`src/hw/btir_defines.svh`:
```
`ifndef BTIR_DEFINES_SVH
`define BTIR_DEFINES_SVH
// vector addresses
`define BTIR_VEC_RESET 10'h000
`define BTIR_VEC_DONE 10'h002
`define BTIR_VEC_EMPTY 10'h004
// flag positions in the flag vector
`define BTIR_F_EMPTY 0
`define BTIR_F_DONE 2
// slot control: count_hi sits in bits 6:5
`define BTIR_CNT_HI_POS 6
`define BTIR_CNT_RST 10'h000
`define BTIR_LOW_RST 8'h00
// core sequencing, in clock cycles
`define BTIR_ENTRY_CYC 3'h4
`define BTIR_JUMP_CYC 3'h2
`define BTIR_RET_CYC 3'h4
`define BTIR_IO_ACC_CYC 2'h2
`define BTIR_POR_CYC 1000000
// reset word opcodes
`define BTIR_RELATIVE_JUMP_OP_OP 4'hC
`define BTIR_JMP_OP 7'h4A
`define BTIR_JMP_LOW 3'h6
`endif

```
`src/hw/btir_pkg.sv`:
```
package btir_pkg;
   typedef enum logic [1:0] {
      BTIR_OFF = 2'h0,
      BTIR_TX = 2'h1,
      BTIR_RX = 2'h2,
      BTIR_GEN = 2'h3
   } btir_mode_t;
   // slot control fields, msb first
   typedef struct packed {
      logic [1:0] count_hi;
      btir_mode_t mode;
      logic en_done;
      logic en_empty;
      logic data;
   } btir_ctrl_t;
   typedef enum logic [2:0] {
      BTIR_IQ_IDLE = 3'h0,
      BTIR_IQ_ENTRY = 3'h1,
      BTIR_IQ_JUMP = 3'h3,
      BTIR_IQ_HANDLER = 3'h2,
      BTIR_IQ_RETURN = 3'h6,
      BTIR_IQ_ONE = 3'h7
   } btir_iq_t;
   typedef enum logic [2:0] {
      BTIR_RS_POR = 3'h0,
      BTIR_RS_CHK = 3'h1,
      BTIR_RS_RUN = 3'h3,
      BTIR_RS_BTN = 3'h2,
      BTIR_RS_PIN = 3'h6,
      BTIR_RS_NOPROG = 3'h7
   } btir_rs_t;
endpackage : btir_pkg

```
`src/hw/btir_timer.sv`:
```
`timescale 1ns/1ps
`default_nettype none
`include "btir_defines.svh"
module btir_timer #(
   parameter int POR_DELAY = `BTIR_POR_CYC
) (
   // clock, reset, enable
   input wire logic clk,
   input wire logic sys_rst,
   input wire logic clk_en,
   // software access
   input wire logic slot_count_low_we,
   input wire logic [7:0] slot_count_low_wdata,
   input wire logic slot_control_we,
   input wire btir_pkg::btir_ctrl_t slot_control_wdata,
   input wire logic [2:0] power_clock_control,
   input wire logic [2:0] flag_clr,
   output logic [7:0] slot_count_low_q,
   output btir_pkg::btir_ctrl_t slot_control_q,
   output logic [2:0] flags_q,
   // pins
   input wire logic pulse_input_pin,
   input wire logic reset_pin_n,
   input wire logic brownout,
   input wire logic button_press,
   output logic tx_key,
   // core sequencing
   input wire logic global_int_en,
   input wire logic instr_boundary,
   input wire logic instr_retired,
   input wire logic reti_req,
   input wire logic [15:0] reset_word,
   input wire logic reset_word_valid,
   output logic push_pc,
   output logic pop_pc,
   output logic fetch_vector,
   output logic [9:0] vector_addr,
   output logic core_run,
   // reset control
   input wire logic watchdog_rst,
   input wire logic button_rst_req,
   output logic io_reset,
   output logic serial_prog_mode,
   output logic serial_io_ready,
   output logic no_program
);
   localparam int PW = $clog2(POR_DELAY + 1);
   localparam logic [3:0] SYNC_RST = 4'h4;

   ////////////////////////////////////////////////////////////////
   // pin synchronisers: pulse, reset pin, brownout, button
   logic [3:0] pins;
   logic [3:0] sync1_r;
   logic [3:0] sync2_r;
   assign pins = {pulse_input_pin, reset_pin_n, brownout, button_press};
   genvar gi;
   generate
      for (gi = 0; gi < 4; gi++) begin : g_sync
         always_ff @(posedge clk or posedge sys_rst) begin
            if (sys_rst) begin
               sync1_r[gi] <= SYNC_RST[gi];
               sync2_r[gi] <= SYNC_RST[gi];
            end else if (clk_en) begin
               sync1_r[gi] <= pins[gi];
               sync2_r[gi] <= sync1_r[gi];
            end
         end
      end
   endgenerate
   logic pulse_s, pin_low, bo_s, btn_s;
   assign pulse_s = sync2_r[3];
   assign pin_low = ~sync2_r[2];
   assign bo_s = sync2_r[1];
   assign btn_s = sync2_r[0];

   ////////////////////////////////////////////////////////////////
   // reset sequencer
   btir_pkg::btir_rs_t rs_r;
   logic [PW-1:0] por_cnt_r;
   logic [1:0] acc_cnt_r;
   logic jump_word;
   // only a relative or absolute jump counts as a program
   assign jump_word = (reset_word[15:12] == `BTIR_RELATIVE_JUMP_OP_OP) ||
                      (reset_word[15:9] == `BTIR_JMP_OP &&
                       reset_word[3:1] == `BTIR_JMP_LOW);
   always_ff @(posedge clk or posedge sys_rst) begin
      if (sys_rst) begin
         rs_r <= btir_pkg::BTIR_RS_POR;
      end else if (clk_en) begin
         if (pin_low || bo_s) begin
            rs_r <= btir_pkg::BTIR_RS_PIN;
         end else if (watchdog_rst) begin
            rs_r <= btir_pkg::BTIR_RS_CHK;
         end else begin
            case (rs_r)
               btir_pkg::BTIR_RS_POR: begin
                  if (por_cnt_r == PW'(POR_DELAY - 1)) begin
                     rs_r <= btir_pkg::BTIR_RS_CHK;
                  end
               end
               btir_pkg::BTIR_RS_CHK: begin
                  if (reset_word_valid) begin
                     rs_r <= jump_word ? btir_pkg::BTIR_RS_RUN
                                       : btir_pkg::BTIR_RS_NOPROG;
                  end
               end
               btir_pkg::BTIR_RS_RUN: begin
                  if (button_rst_req) begin
                     rs_r <= btir_pkg::BTIR_RS_BTN;
                  end
               end
               btir_pkg::BTIR_RS_BTN: begin
                  if (btn_s) begin
                     rs_r <= btir_pkg::BTIR_RS_CHK;
                  end
               end
               btir_pkg::BTIR_RS_PIN: rs_r <= btir_pkg::BTIR_RS_CHK;
               btir_pkg::BTIR_RS_NOPROG: rs_r <= btir_pkg::BTIR_RS_NOPROG;
               default: rs_r <= btir_pkg::BTIR_RS_POR;
            endcase
         end
      end
   end
   // power-on delay counter, only runs in the power-on state
   always_ff @(posedge clk or posedge sys_rst) begin
      if (sys_rst) begin
         por_cnt_r <= '0;
      end else if (clk_en && rs_r == btir_pkg::BTIR_RS_POR) begin
         por_cnt_r <= por_cnt_r + PW'(1);
      end
   end
   // serial access opens two clocks into a pin reset
   always_ff @(posedge clk or posedge sys_rst) begin
      if (sys_rst) begin
         acc_cnt_r <= 2'h0;
      end else if (clk_en) begin
         if (rs_r != btir_pkg::BTIR_RS_PIN || !pin_low) begin
            acc_cnt_r <= 2'h0;
         end else if (acc_cnt_r != `BTIR_IO_ACC_CYC) begin
            acc_cnt_r <= acc_cnt_r + 2'h1;
         end
      end
   end
   // button reset leaves io alone, so it is absent here
   assign io_reset = rs_r == btir_pkg::BTIR_RS_POR ||
                     rs_r == btir_pkg::BTIR_RS_PIN || watchdog_rst;
   assign serial_prog_mode = rs_r == btir_pkg::BTIR_RS_PIN && pin_low;
   assign serial_io_ready = acc_cnt_r == `BTIR_IO_ACC_CYC;
   assign core_run = rs_r == btir_pkg::BTIR_RS_RUN;
   assign no_program = rs_r == btir_pkg::BTIR_RS_NOPROG;

   ////////////////////////////////////////////////////////////////
   // slot registers and prescaler
   btir_pkg::btir_ctrl_t ctrl_r;
   logic [7:0] low_r;
   logic [7:0] presc_r;
   logic [7:0] presc_mask;
   logic [9:0] count_val;
   logic [9:0] cnt_r;
   logic [2:0] flags_r;
   logic buf_full_r, done_lat_r, key_r, pulse_d_r, tick;
   btir_pkg::btir_mode_t mode_d_r;
   assign count_val = {ctrl_r.count_hi, low_r};
   // period is 2^sel clocks, mirroring the core clock divider
   assign presc_mask = 8'((8'h01 << power_clock_control) - 8'h01);
   assign tick = (presc_r & presc_mask) == presc_mask;
   always_ff @(posedge clk or posedge sys_rst) begin
      if (sys_rst) begin
         presc_r <= 8'h00;
      end else if (clk_en) begin
         if (io_reset || ctrl_r.mode == btir_pkg::BTIR_OFF) begin
            presc_r <= 8'h00;
         end else begin
            presc_r <= tick ? 8'h00 : presc_r + 8'h01;
         end
      end
   end

   // timer events
   logic is_tx, is_rx, is_gen, at_zero, take, empty_exp, gen_exp;
   logic edge_seen, mode_chg;
   assign is_tx = ctrl_r.mode == btir_pkg::BTIR_TX;
   assign is_rx = ctrl_r.mode == btir_pkg::BTIR_RX;
   assign is_gen = ctrl_r.mode == btir_pkg::BTIR_GEN;
   assign mode_chg = ctrl_r.mode != mode_d_r;
   assign at_zero = cnt_r == `BTIR_CNT_RST;
   assign take = is_tx && !mode_chg && tick && at_zero && buf_full_r;
   assign empty_exp = is_tx && !mode_chg && tick && at_zero &&
                      !buf_full_r && !done_lat_r;
   assign gen_exp = is_gen && !mode_chg && tick && at_zero;
   assign edge_seen = is_rx && (pulse_s != pulse_d_r);

   // count down for transmit and generic, up for receive
   always_ff @(posedge clk or posedge sys_rst) begin
      if (sys_rst) begin
         cnt_r <= `BTIR_CNT_RST;
         mode_d_r <= btir_pkg::BTIR_OFF;
         pulse_d_r <= 1'b0;
      end else if (clk_en) begin
         mode_d_r <= ctrl_r.mode;
         pulse_d_r <= pulse_s;
         if (io_reset) begin
            cnt_r <= `BTIR_CNT_RST;
         end else if (mode_chg) begin
            // generic waits a full interval first
            cnt_r <= is_gen ? count_val : `BTIR_CNT_RST;
         end else if (is_rx) begin
            if (edge_seen) begin
               cnt_r <= `BTIR_CNT_RST;
            end else if (tick && cnt_r != 10'h3FF) begin
               cnt_r <= cnt_r + 10'h001;
            end
         end else if (is_tx || is_gen) begin
            if (tick) begin
               cnt_r <= at_zero ? ((take || is_gen) ? count_val : cnt_r)
                                : cnt_r - 10'h001;
            end
         end
      end
   end

   // software writes; a receive capture beats a same-cycle write
   always_ff @(posedge clk or posedge sys_rst) begin
      if (sys_rst) begin
         ctrl_r <= '0;
         low_r <= `BTIR_LOW_RST;
      end else if (clk_en) begin
         if (io_reset) begin
            ctrl_r <= '0;
            low_r <= `BTIR_LOW_RST;
         end else begin
            if (slot_control_we) begin
               ctrl_r <= slot_control_wdata;
            end
            if (slot_count_low_we) begin
               low_r <= slot_count_low_wdata;
            end
            if (edge_seen) begin
               low_r <= cnt_r[7:0];
               ctrl_r.count_hi <= cnt_r[9:8];
               ctrl_r.data <= pulse_s;
            end
         end
      end
   end

   // the write that enters transmit mode already carries the first bit,
   // otherwise the first slot would report done with data still pending
   logic tx_wr;
   assign tx_wr = slot_control_we && slot_control_wdata.mode == btir_pkg::BTIR_TX;
   // buffer state; a new bit written in the take cycle survives
   always_ff @(posedge clk or posedge sys_rst) begin
      if (sys_rst) begin
         buf_full_r <= 1'b0;
         done_lat_r <= 1'b0;
         key_r <= 1'b0;
      end else if (clk_en) begin
         if (io_reset || (!is_tx && !tx_wr)) begin
            buf_full_r <= 1'b0;
            done_lat_r <= 1'b0;
            key_r <= 1'b0;
         end else begin
            buf_full_r <= slot_control_we || (buf_full_r && !take);
            if (take) begin
               key_r <= ctrl_r.data;
               done_lat_r <= 1'b0;
            end else if (empty_exp) begin
               done_lat_r <= 1'b1;
            end
         end
      end
   end

   ////////////////////////////////////////////////////////////////
   // flags: hardware set wins over software clear or vector ack
   logic [2:0] flag_set, flag_ack;
   assign flag_set = {empty_exp || gen_exp, 1'b0, take};
   always_ff @(posedge clk or posedge sys_rst) begin
      if (sys_rst) begin
         flags_r <= 3'h0;
      end else if (clk_en) begin
         if (io_reset) begin
            flags_r <= 3'h0;
         end else begin
            flags_r <= flag_set | (flags_r & ~(flag_clr | flag_ack));
         end
      end
   end

   ////////////////////////////////////////////////////////////////
   // interrupt sequencer
   btir_pkg::btir_iq_t iq_r;
   logic [2:0] cyc_r;
   logic [9:0] vec_r;
   logic pend_empty, pend_done, irq_req, start;
   assign pend_empty = flags_r[`BTIR_F_EMPTY] && ctrl_r.en_empty;
   assign pend_done = flags_r[`BTIR_F_DONE] && ctrl_r.en_done;
   assign irq_req = global_int_en && (pend_empty || pend_done);
   assign start = core_run && iq_r == btir_pkg::BTIR_IQ_IDLE &&
                  irq_req && instr_boundary;
   // lower vector wins, so done is served before empty
   assign flag_ack = start ? (pend_done ? 3'h4 : 3'h1) : 3'h0;
   always_ff @(posedge clk or posedge sys_rst) begin
      if (sys_rst) begin
         iq_r <= btir_pkg::BTIR_IQ_IDLE;
         cyc_r <= 3'h0;
      end else if (clk_en) begin
         cyc_r <= cyc_r + 3'h1;
         if (!core_run) begin
            iq_r <= btir_pkg::BTIR_IQ_IDLE;
         end else begin
            case (iq_r)
               btir_pkg::BTIR_IQ_IDLE: begin
                  if (start) begin
                     iq_r <= btir_pkg::BTIR_IQ_ENTRY;
                     cyc_r <= 3'h0;
                  end
               end
               btir_pkg::BTIR_IQ_ENTRY: begin
                  if (cyc_r == `BTIR_ENTRY_CYC - 3'h1) begin
                     iq_r <= btir_pkg::BTIR_IQ_JUMP;
                     cyc_r <= 3'h0;
                  end
               end
               btir_pkg::BTIR_IQ_JUMP: begin
                  if (cyc_r == `BTIR_JUMP_CYC - 3'h1) begin
                     iq_r <= btir_pkg::BTIR_IQ_HANDLER;
                  end
               end
               btir_pkg::BTIR_IQ_HANDLER: begin
                  if (reti_req) begin
                     iq_r <= btir_pkg::BTIR_IQ_RETURN;
                     cyc_r <= 3'h0;
                  end
               end
               btir_pkg::BTIR_IQ_RETURN: begin
                  if (cyc_r == `BTIR_RET_CYC - 3'h1) begin
                     iq_r <= btir_pkg::BTIR_IQ_ONE;
                  end
               end
               btir_pkg::BTIR_IQ_ONE: begin
                  if (instr_retired) begin
                     iq_r <= btir_pkg::BTIR_IQ_IDLE;
                  end
               end
               default: iq_r <= btir_pkg::BTIR_IQ_IDLE;
            endcase
         end
      end
   end
   // vector register: zero for every reset, else the served source
   always_ff @(posedge clk or posedge sys_rst) begin
      if (sys_rst) begin
         vec_r <= `BTIR_VEC_RESET;
      end else if (clk_en) begin
         if (rs_r == btir_pkg::BTIR_RS_CHK) begin
            vec_r <= `BTIR_VEC_RESET;
         end else if (start) begin
            vec_r <= pend_done ? `BTIR_VEC_DONE : `BTIR_VEC_EMPTY;
         end
      end
   end
   assign push_pc = iq_r == btir_pkg::BTIR_IQ_ENTRY;
   assign fetch_vector = iq_r == btir_pkg::BTIR_IQ_JUMP;
   assign pop_pc = iq_r == btir_pkg::BTIR_IQ_RETURN;
   assign vector_addr = vec_r;
   assign tx_key = key_r;
   assign slot_count_low_q = low_r;
   assign slot_control_q = ctrl_r;
   assign flags_q = flags_r;

   ////////////////////////////////////////////////////////////////
   // checks
   entry_four_a: assert property (@(posedge clk) disable iff (sys_rst || !clk_en)
      $rose(push_pc) |-> push_pc [*4] ##1 fetch_vector [*2])
      else $error("interrupt entry not four push then two jump");
   jump_two_a: assert property (@(posedge clk) disable iff (sys_rst || !clk_en)
      $fell(fetch_vector) |-> $past(fetch_vector, 2))
      else $error("vector jump not two cycles");
   return_four_a: assert property (@(posedge clk) disable iff (sys_rst || !clk_en)
      $rose(pop_pc) |-> pop_pc [*4] ##1 !pop_pc)
      else $error("return not four cycles");
   gie_gate_a: assert property (@(posedge clk) disable iff (sys_rst || !clk_en)
      $rose(push_pc) |-> $past(global_int_en && instr_boundary))
      else $error("entry without enable or boundary");
   take_flag_a: assert property (@(posedge clk) disable iff (sys_rst || !clk_en)
      take && !io_reset |=> flags_q[0] && tx_key == $past(ctrl_r.data))
      else $error("buffer take without flag or key");
   done_vec_a: assert property (@(posedge clk) disable iff (sys_rst || !clk_en)
      start && pend_done |=> vector_addr == 10'h002)
      else $error("done vector wrong");
   rx_cap_a: assert property (@(posedge clk) disable iff (sys_rst || !clk_en)
      edge_seen && !io_reset |=> slot_count_low_q == $past(cnt_r[7:0])
      && slot_control_q.data == $past(pulse_s))
      else $error("receive capture wrong");
   gen_key_a: assert property (@(posedge clk) disable iff (sys_rst || !clk_en)
      is_gen |=> !tx_key)
      else $error("generic mode keyed transmitter");
   noprog_a: assert property (@(posedge clk) disable iff (sys_rst || !clk_en)
      rs_r == btir_pkg::BTIR_RS_CHK && reset_word_valid && !jump_word
      && !pin_low && !bo_s && !watchdog_rst |=> no_program && !core_run)
      else $error("missing program not caught");
   serial_two_a: assert property (@(posedge clk) disable iff (sys_rst || !clk_en)
      $rose(serial_prog_mode) |-> !serial_io_ready ##2 serial_io_ready)
      else $error("serial access not after two clocks");
endmodule : btir_timer
`default_nettype wire

```
`config.mk`:
```
export PLATFORM = sky130hd
export DESIGN_NAME = btir_timer
export DESIGN_NICKNAME = d
export VERILOG_FILES = /design/src/hw/btir_pkg.sv /design/src/hw/btir_timer.sv
export VERILOG_INCLUDE_DIRS = /design/src /design/src/hw
export SDC_FILE = /design/constraint.sdc
export NUM_CORES = 1
export LEC_CHECK = 0
export ABC_CLOCK_PERIOD_IN_PS = 3400
export BUFFER_PORTS_ARGS = -buffer_cell sky130_fd_sc_hd__buf_2
export CELL_PAD_IN_SITES_DETAIL_PLACEMENT = 1
export CELL_PAD_IN_SITES_GLOBAL_PLACEMENT = 1
export CORE_UTILIZATION = 43
export DETAILED_ROUTE_END_ITERATION = 8
export HOLD_SLACK_MARGIN = 0.03
export PLACE_DENSITY_LB_ADDON = 0.1
export SLEW_MARGIN = 40
export SYNTH_ARGS = -nofsm -noshare
export SYNTH_HDL_FRONTEND = slang
export SYNTH_SLANG_ARGS = --single-unit
```
`constraint.sdc`:
```
create_clock -name clk -period 3.4 [get_ports clk]
set_input_delay 0.17 -clock clk [delete_from_list [all_inputs] [get_ports clk]]
set_output_delay 0.17 -clock clk [all_outputs]
set_load 0.1 [all_outputs]
```
==> flow_summary.yaml <==
global_routing:
  overflow: 0
  grt_usage_pct: 25.0
  grt_max_degree: 44
  grt_pass1_wl_um: 24500
  antenna_found_initial: 0
  grt_pass1_vias: 4882
timing:
  skew_ps: 9.29
  relSlewSlack_pct: 60.7
  finalHoldViolCount: 0
  fin_tns_setup_ps: 0
  rsz0062_at_grt: "no"
  fin_crit_sh_pct: 79.1
  period_needed_ps: 2690
  setup_viol: 0
  worstMarginPinSlew_ps: 586
  final_max_slew_viol_count: 0
  max_freq_mhz: 372
detailed_routing:
  first_pass_iters: 6
  wl_per_cell_um: 18.3
  routed_wl_um: 14200
  viasPerCell: 5.87
  drt_iter0_markers: 219
  num_vias: 4562
  detail-route-antenna-nets: 0
  drc_errors: 12
cts:
  cts.clk_slew.worst_paths_ps: 60
  cts.sinks: 82
  root_buffer: "clkbuf_16"
  cts_tree: "built"
  clock_path_buffers: 2
  h-tree-depth: 3
  cts_setup_buffers: 0
  numCtsBuffers: 9
  insertion_delay_ps: 350
critical_path:
  r2r-start: "slot_control_q[4]"
  startpoint: "slot_control_q[4]"
  cp.arrival_ps: 2920
  critPathMaxFanout: 13
  timing.rr.end: "cnt_r[2]"
  r2r_setup_slack_ps: 710
  critPathCapture: "cnt_r[2]"
  path_class: "flop to flop"
  critPathCaptureType: "flop"
  critPathRequiredTime_ps: 3630
  reg2reg_depth: 7
  worst_setup_path_start_kind: "flop"
layout:
  finalInstanceArea_mm2: 0.00589
  nets: 691
  drive_above_1_share_pct: 22.3
  area_growth_pct: 15.1
pwr:
  peakVddDrop_v: 0.000474
  finalPower_uw: 4230
  power_leakage_uw: 0.00266
  power.density_mw_per_mm2: 719
die:
  die_h_um: 111
  die_area_mm2: 0.0123
  design.core.area_mm2: 0.0115
  fp.dieW_um: 111
  io_pins: 90
  row_count: 39
  initial_core_util_pct: 44.5
synthesis:
  syn_inst: 562
  ys_warn_count: 0
  yosysSeqAreaShare_pct: 40.1
  avgSynthCellArea_um2: 9.11
  synth.distinct_cells: 83
  async_reset_ff_share_pct: 100
  synth_ff_type: "dfrtp_1"
  synth_area_mm2: 0.00512
  synth_edf_count: 0
  synth-seq-cells: 82
placement:
  place_area_mm2: 0.00558
  dp_hpwl_um: 10200
  port_buffers: 75
  gp_congestion: 0.840
worst_hold_path:
  worstHoldPathType: "input pin to flop"
outcome:
  outcome: "complete, but fails checks"
  violations: "DRC"
job:
  maxCapViolCount: 0
==> critical path, cell delays in order, from the launching register on <==
cell and delay, ps:
dfrtp_1 540, and2_1 380, a32o_1 400, o21ai_0 180, a31oi_1 80, buf_4 190
or2_2 380, o41ai_1 410
==> logic make-up (layout without fill, tap and decap cells) <==
| group | after synthesis | after routing | share of synthesized area [%] |
|---|---|---|---|
| buffers and inverters | 66 | 130 | 6.21 |
| multiplexers | 25 | 25 | 5.25 |
| AO/OA/AOI/OAI | 156 | 156 | 20.4 |
| XOR/XNOR | 34 | 34 | 5.81 |
| adder cells (fa/ha/maj) | 10 | 10 | 2.44 |
| flip-flops | 82 | 82 | 40.1 |
| AND/OR/NAND/NOR | 188 | 188 | 19.7 |
| other | 1 | 9 | 0.0732 |
==> metal layers <==
metal	GRT usage [%]	routed length (um)	vias up
met3	5.74	605	16
met1	30.7	6260	2290
li1	-	-	2158
met2	43.1	7160	98
met4	8.29	181	0
met5	0	0	-
==> how the worst min path moves through the flow <==
stage                           from                  end  slack (ps)  cells after the start
3_5_place_dp                 sys_rst  slot_count_low_q[1]         140                      2
4_1_cts                     brownout           sync1_r[1]          30                      2
3_3_place_gp                 sys_rst  slot_count_low_q[1]         140                      2
6_report                    brownout           sync1_r[1]          50                      2
5_1_grt                 button_press           sync1_r[0]          50                      2
2_1_floorplan  slot_control_wdata[1]    slot_control_q[1]         310                      1
==> cell usage after synthesis, types with 7 or more instances <==
master | count | area (um2)
dfrtp_1 | 80 | 2000
nand2_1 | 55 | 206
o21ai_0 | 42 | 210
nor2_1 | 35 | 131
a21oi_1 | 32 | 160
xnor2_1 | 26 | 228
inv_1 | 25 | 93.8
clkbuf_1 | 18 | 67.6
o31ai_1 | 18 | 135
nand3_1 | 16 | 80.1
mux2_2 | 14 | 158
and3_1 | 10 | 62.6
buf_4 | 10 | 75.1
ha_1 | 10 | 125
mux2i_1 | 10 | 100
nand4_1 | 9 | 56.3
buf_2 | 8 | 40.0
xor2_1 | 8 | 70.1
nor3_1 | 7 | 35.0
==> cells in the final DEF, fill, tap and decap left out, types with 6 or more instances in the layout <==
cell / n
dfrtp_1: 80
buf_2: 75
nand2_1: 55
o21ai_0: 42
nor2_1: 35
a21oi_1: 32
xnor2_1: 26
inv_1: 24
o31ai_1: 18
nand3_1: 16
mux2_2: 14
buf_4: 12
and3_1: 10
mux2i_1: 10
ha_1: 10
nand4_1: 9
clkbuf_16: 9
xor2_1: 8
conb_1: 8
nor3_1: 7
o22ai_1: 6
nor2b_1: 6
==> power breakdown <==
part / leakage (uW) / internal, uW / switching (uW)
Combinational: 0.00143 / 679 / 1220
Sequential: 0.00109 / 1110 / 216
Clock: 0.000142 / 574 / 430
==> stage by stage <==
stage | hold WS (ps) | std cells | utilization, % | setup slack (ps)
6_report | 52.1 | 777 | 51.2 | 710
3_5_place_dp | 140 | 759 | 48.4 | 460
2_1_floorplan | 310 | 569 | - | 79.3
3_3_place_gp | 138 | 759 | 48.4 | 607
4_1_cts | 32.1 | 776 | 51.2 | 707
5_1_grt | 48.5 | 776 | 51.2 | 540
==> layout make-up <==
type / count / area, um2
multi-input combinational: 421 / 2780
sequential: 82 / 2050
inverter: 26 / 98.8
tap: 143 / 179
antenna: 1 / 2.50
fill: 1363 / 5620
clock inverter: 7 / 76.3
clock buffer: 9 / 225
timing repair buffer: 88 / 475
==> sequential cells by signal (all words and copies together) (netlist names), 3 cells and up <==
register	cells
cnt_r	10
sync1_r	4
cyc_r	3
por_cnt_r	20
slot_control_q	7
presc_r	7
iq_r	3
rs_r	3
flags_q	3
slot_count_low_q	8
==> timing repair <==
action	4_1_cts	5_1_grt
gates resized for setup	0	0
setup endpoints to repair	0	0
endpoints found under the hold margin	16	0
hold buffers	1	0
Note: power is estimated with default switching activity, not from simulation.
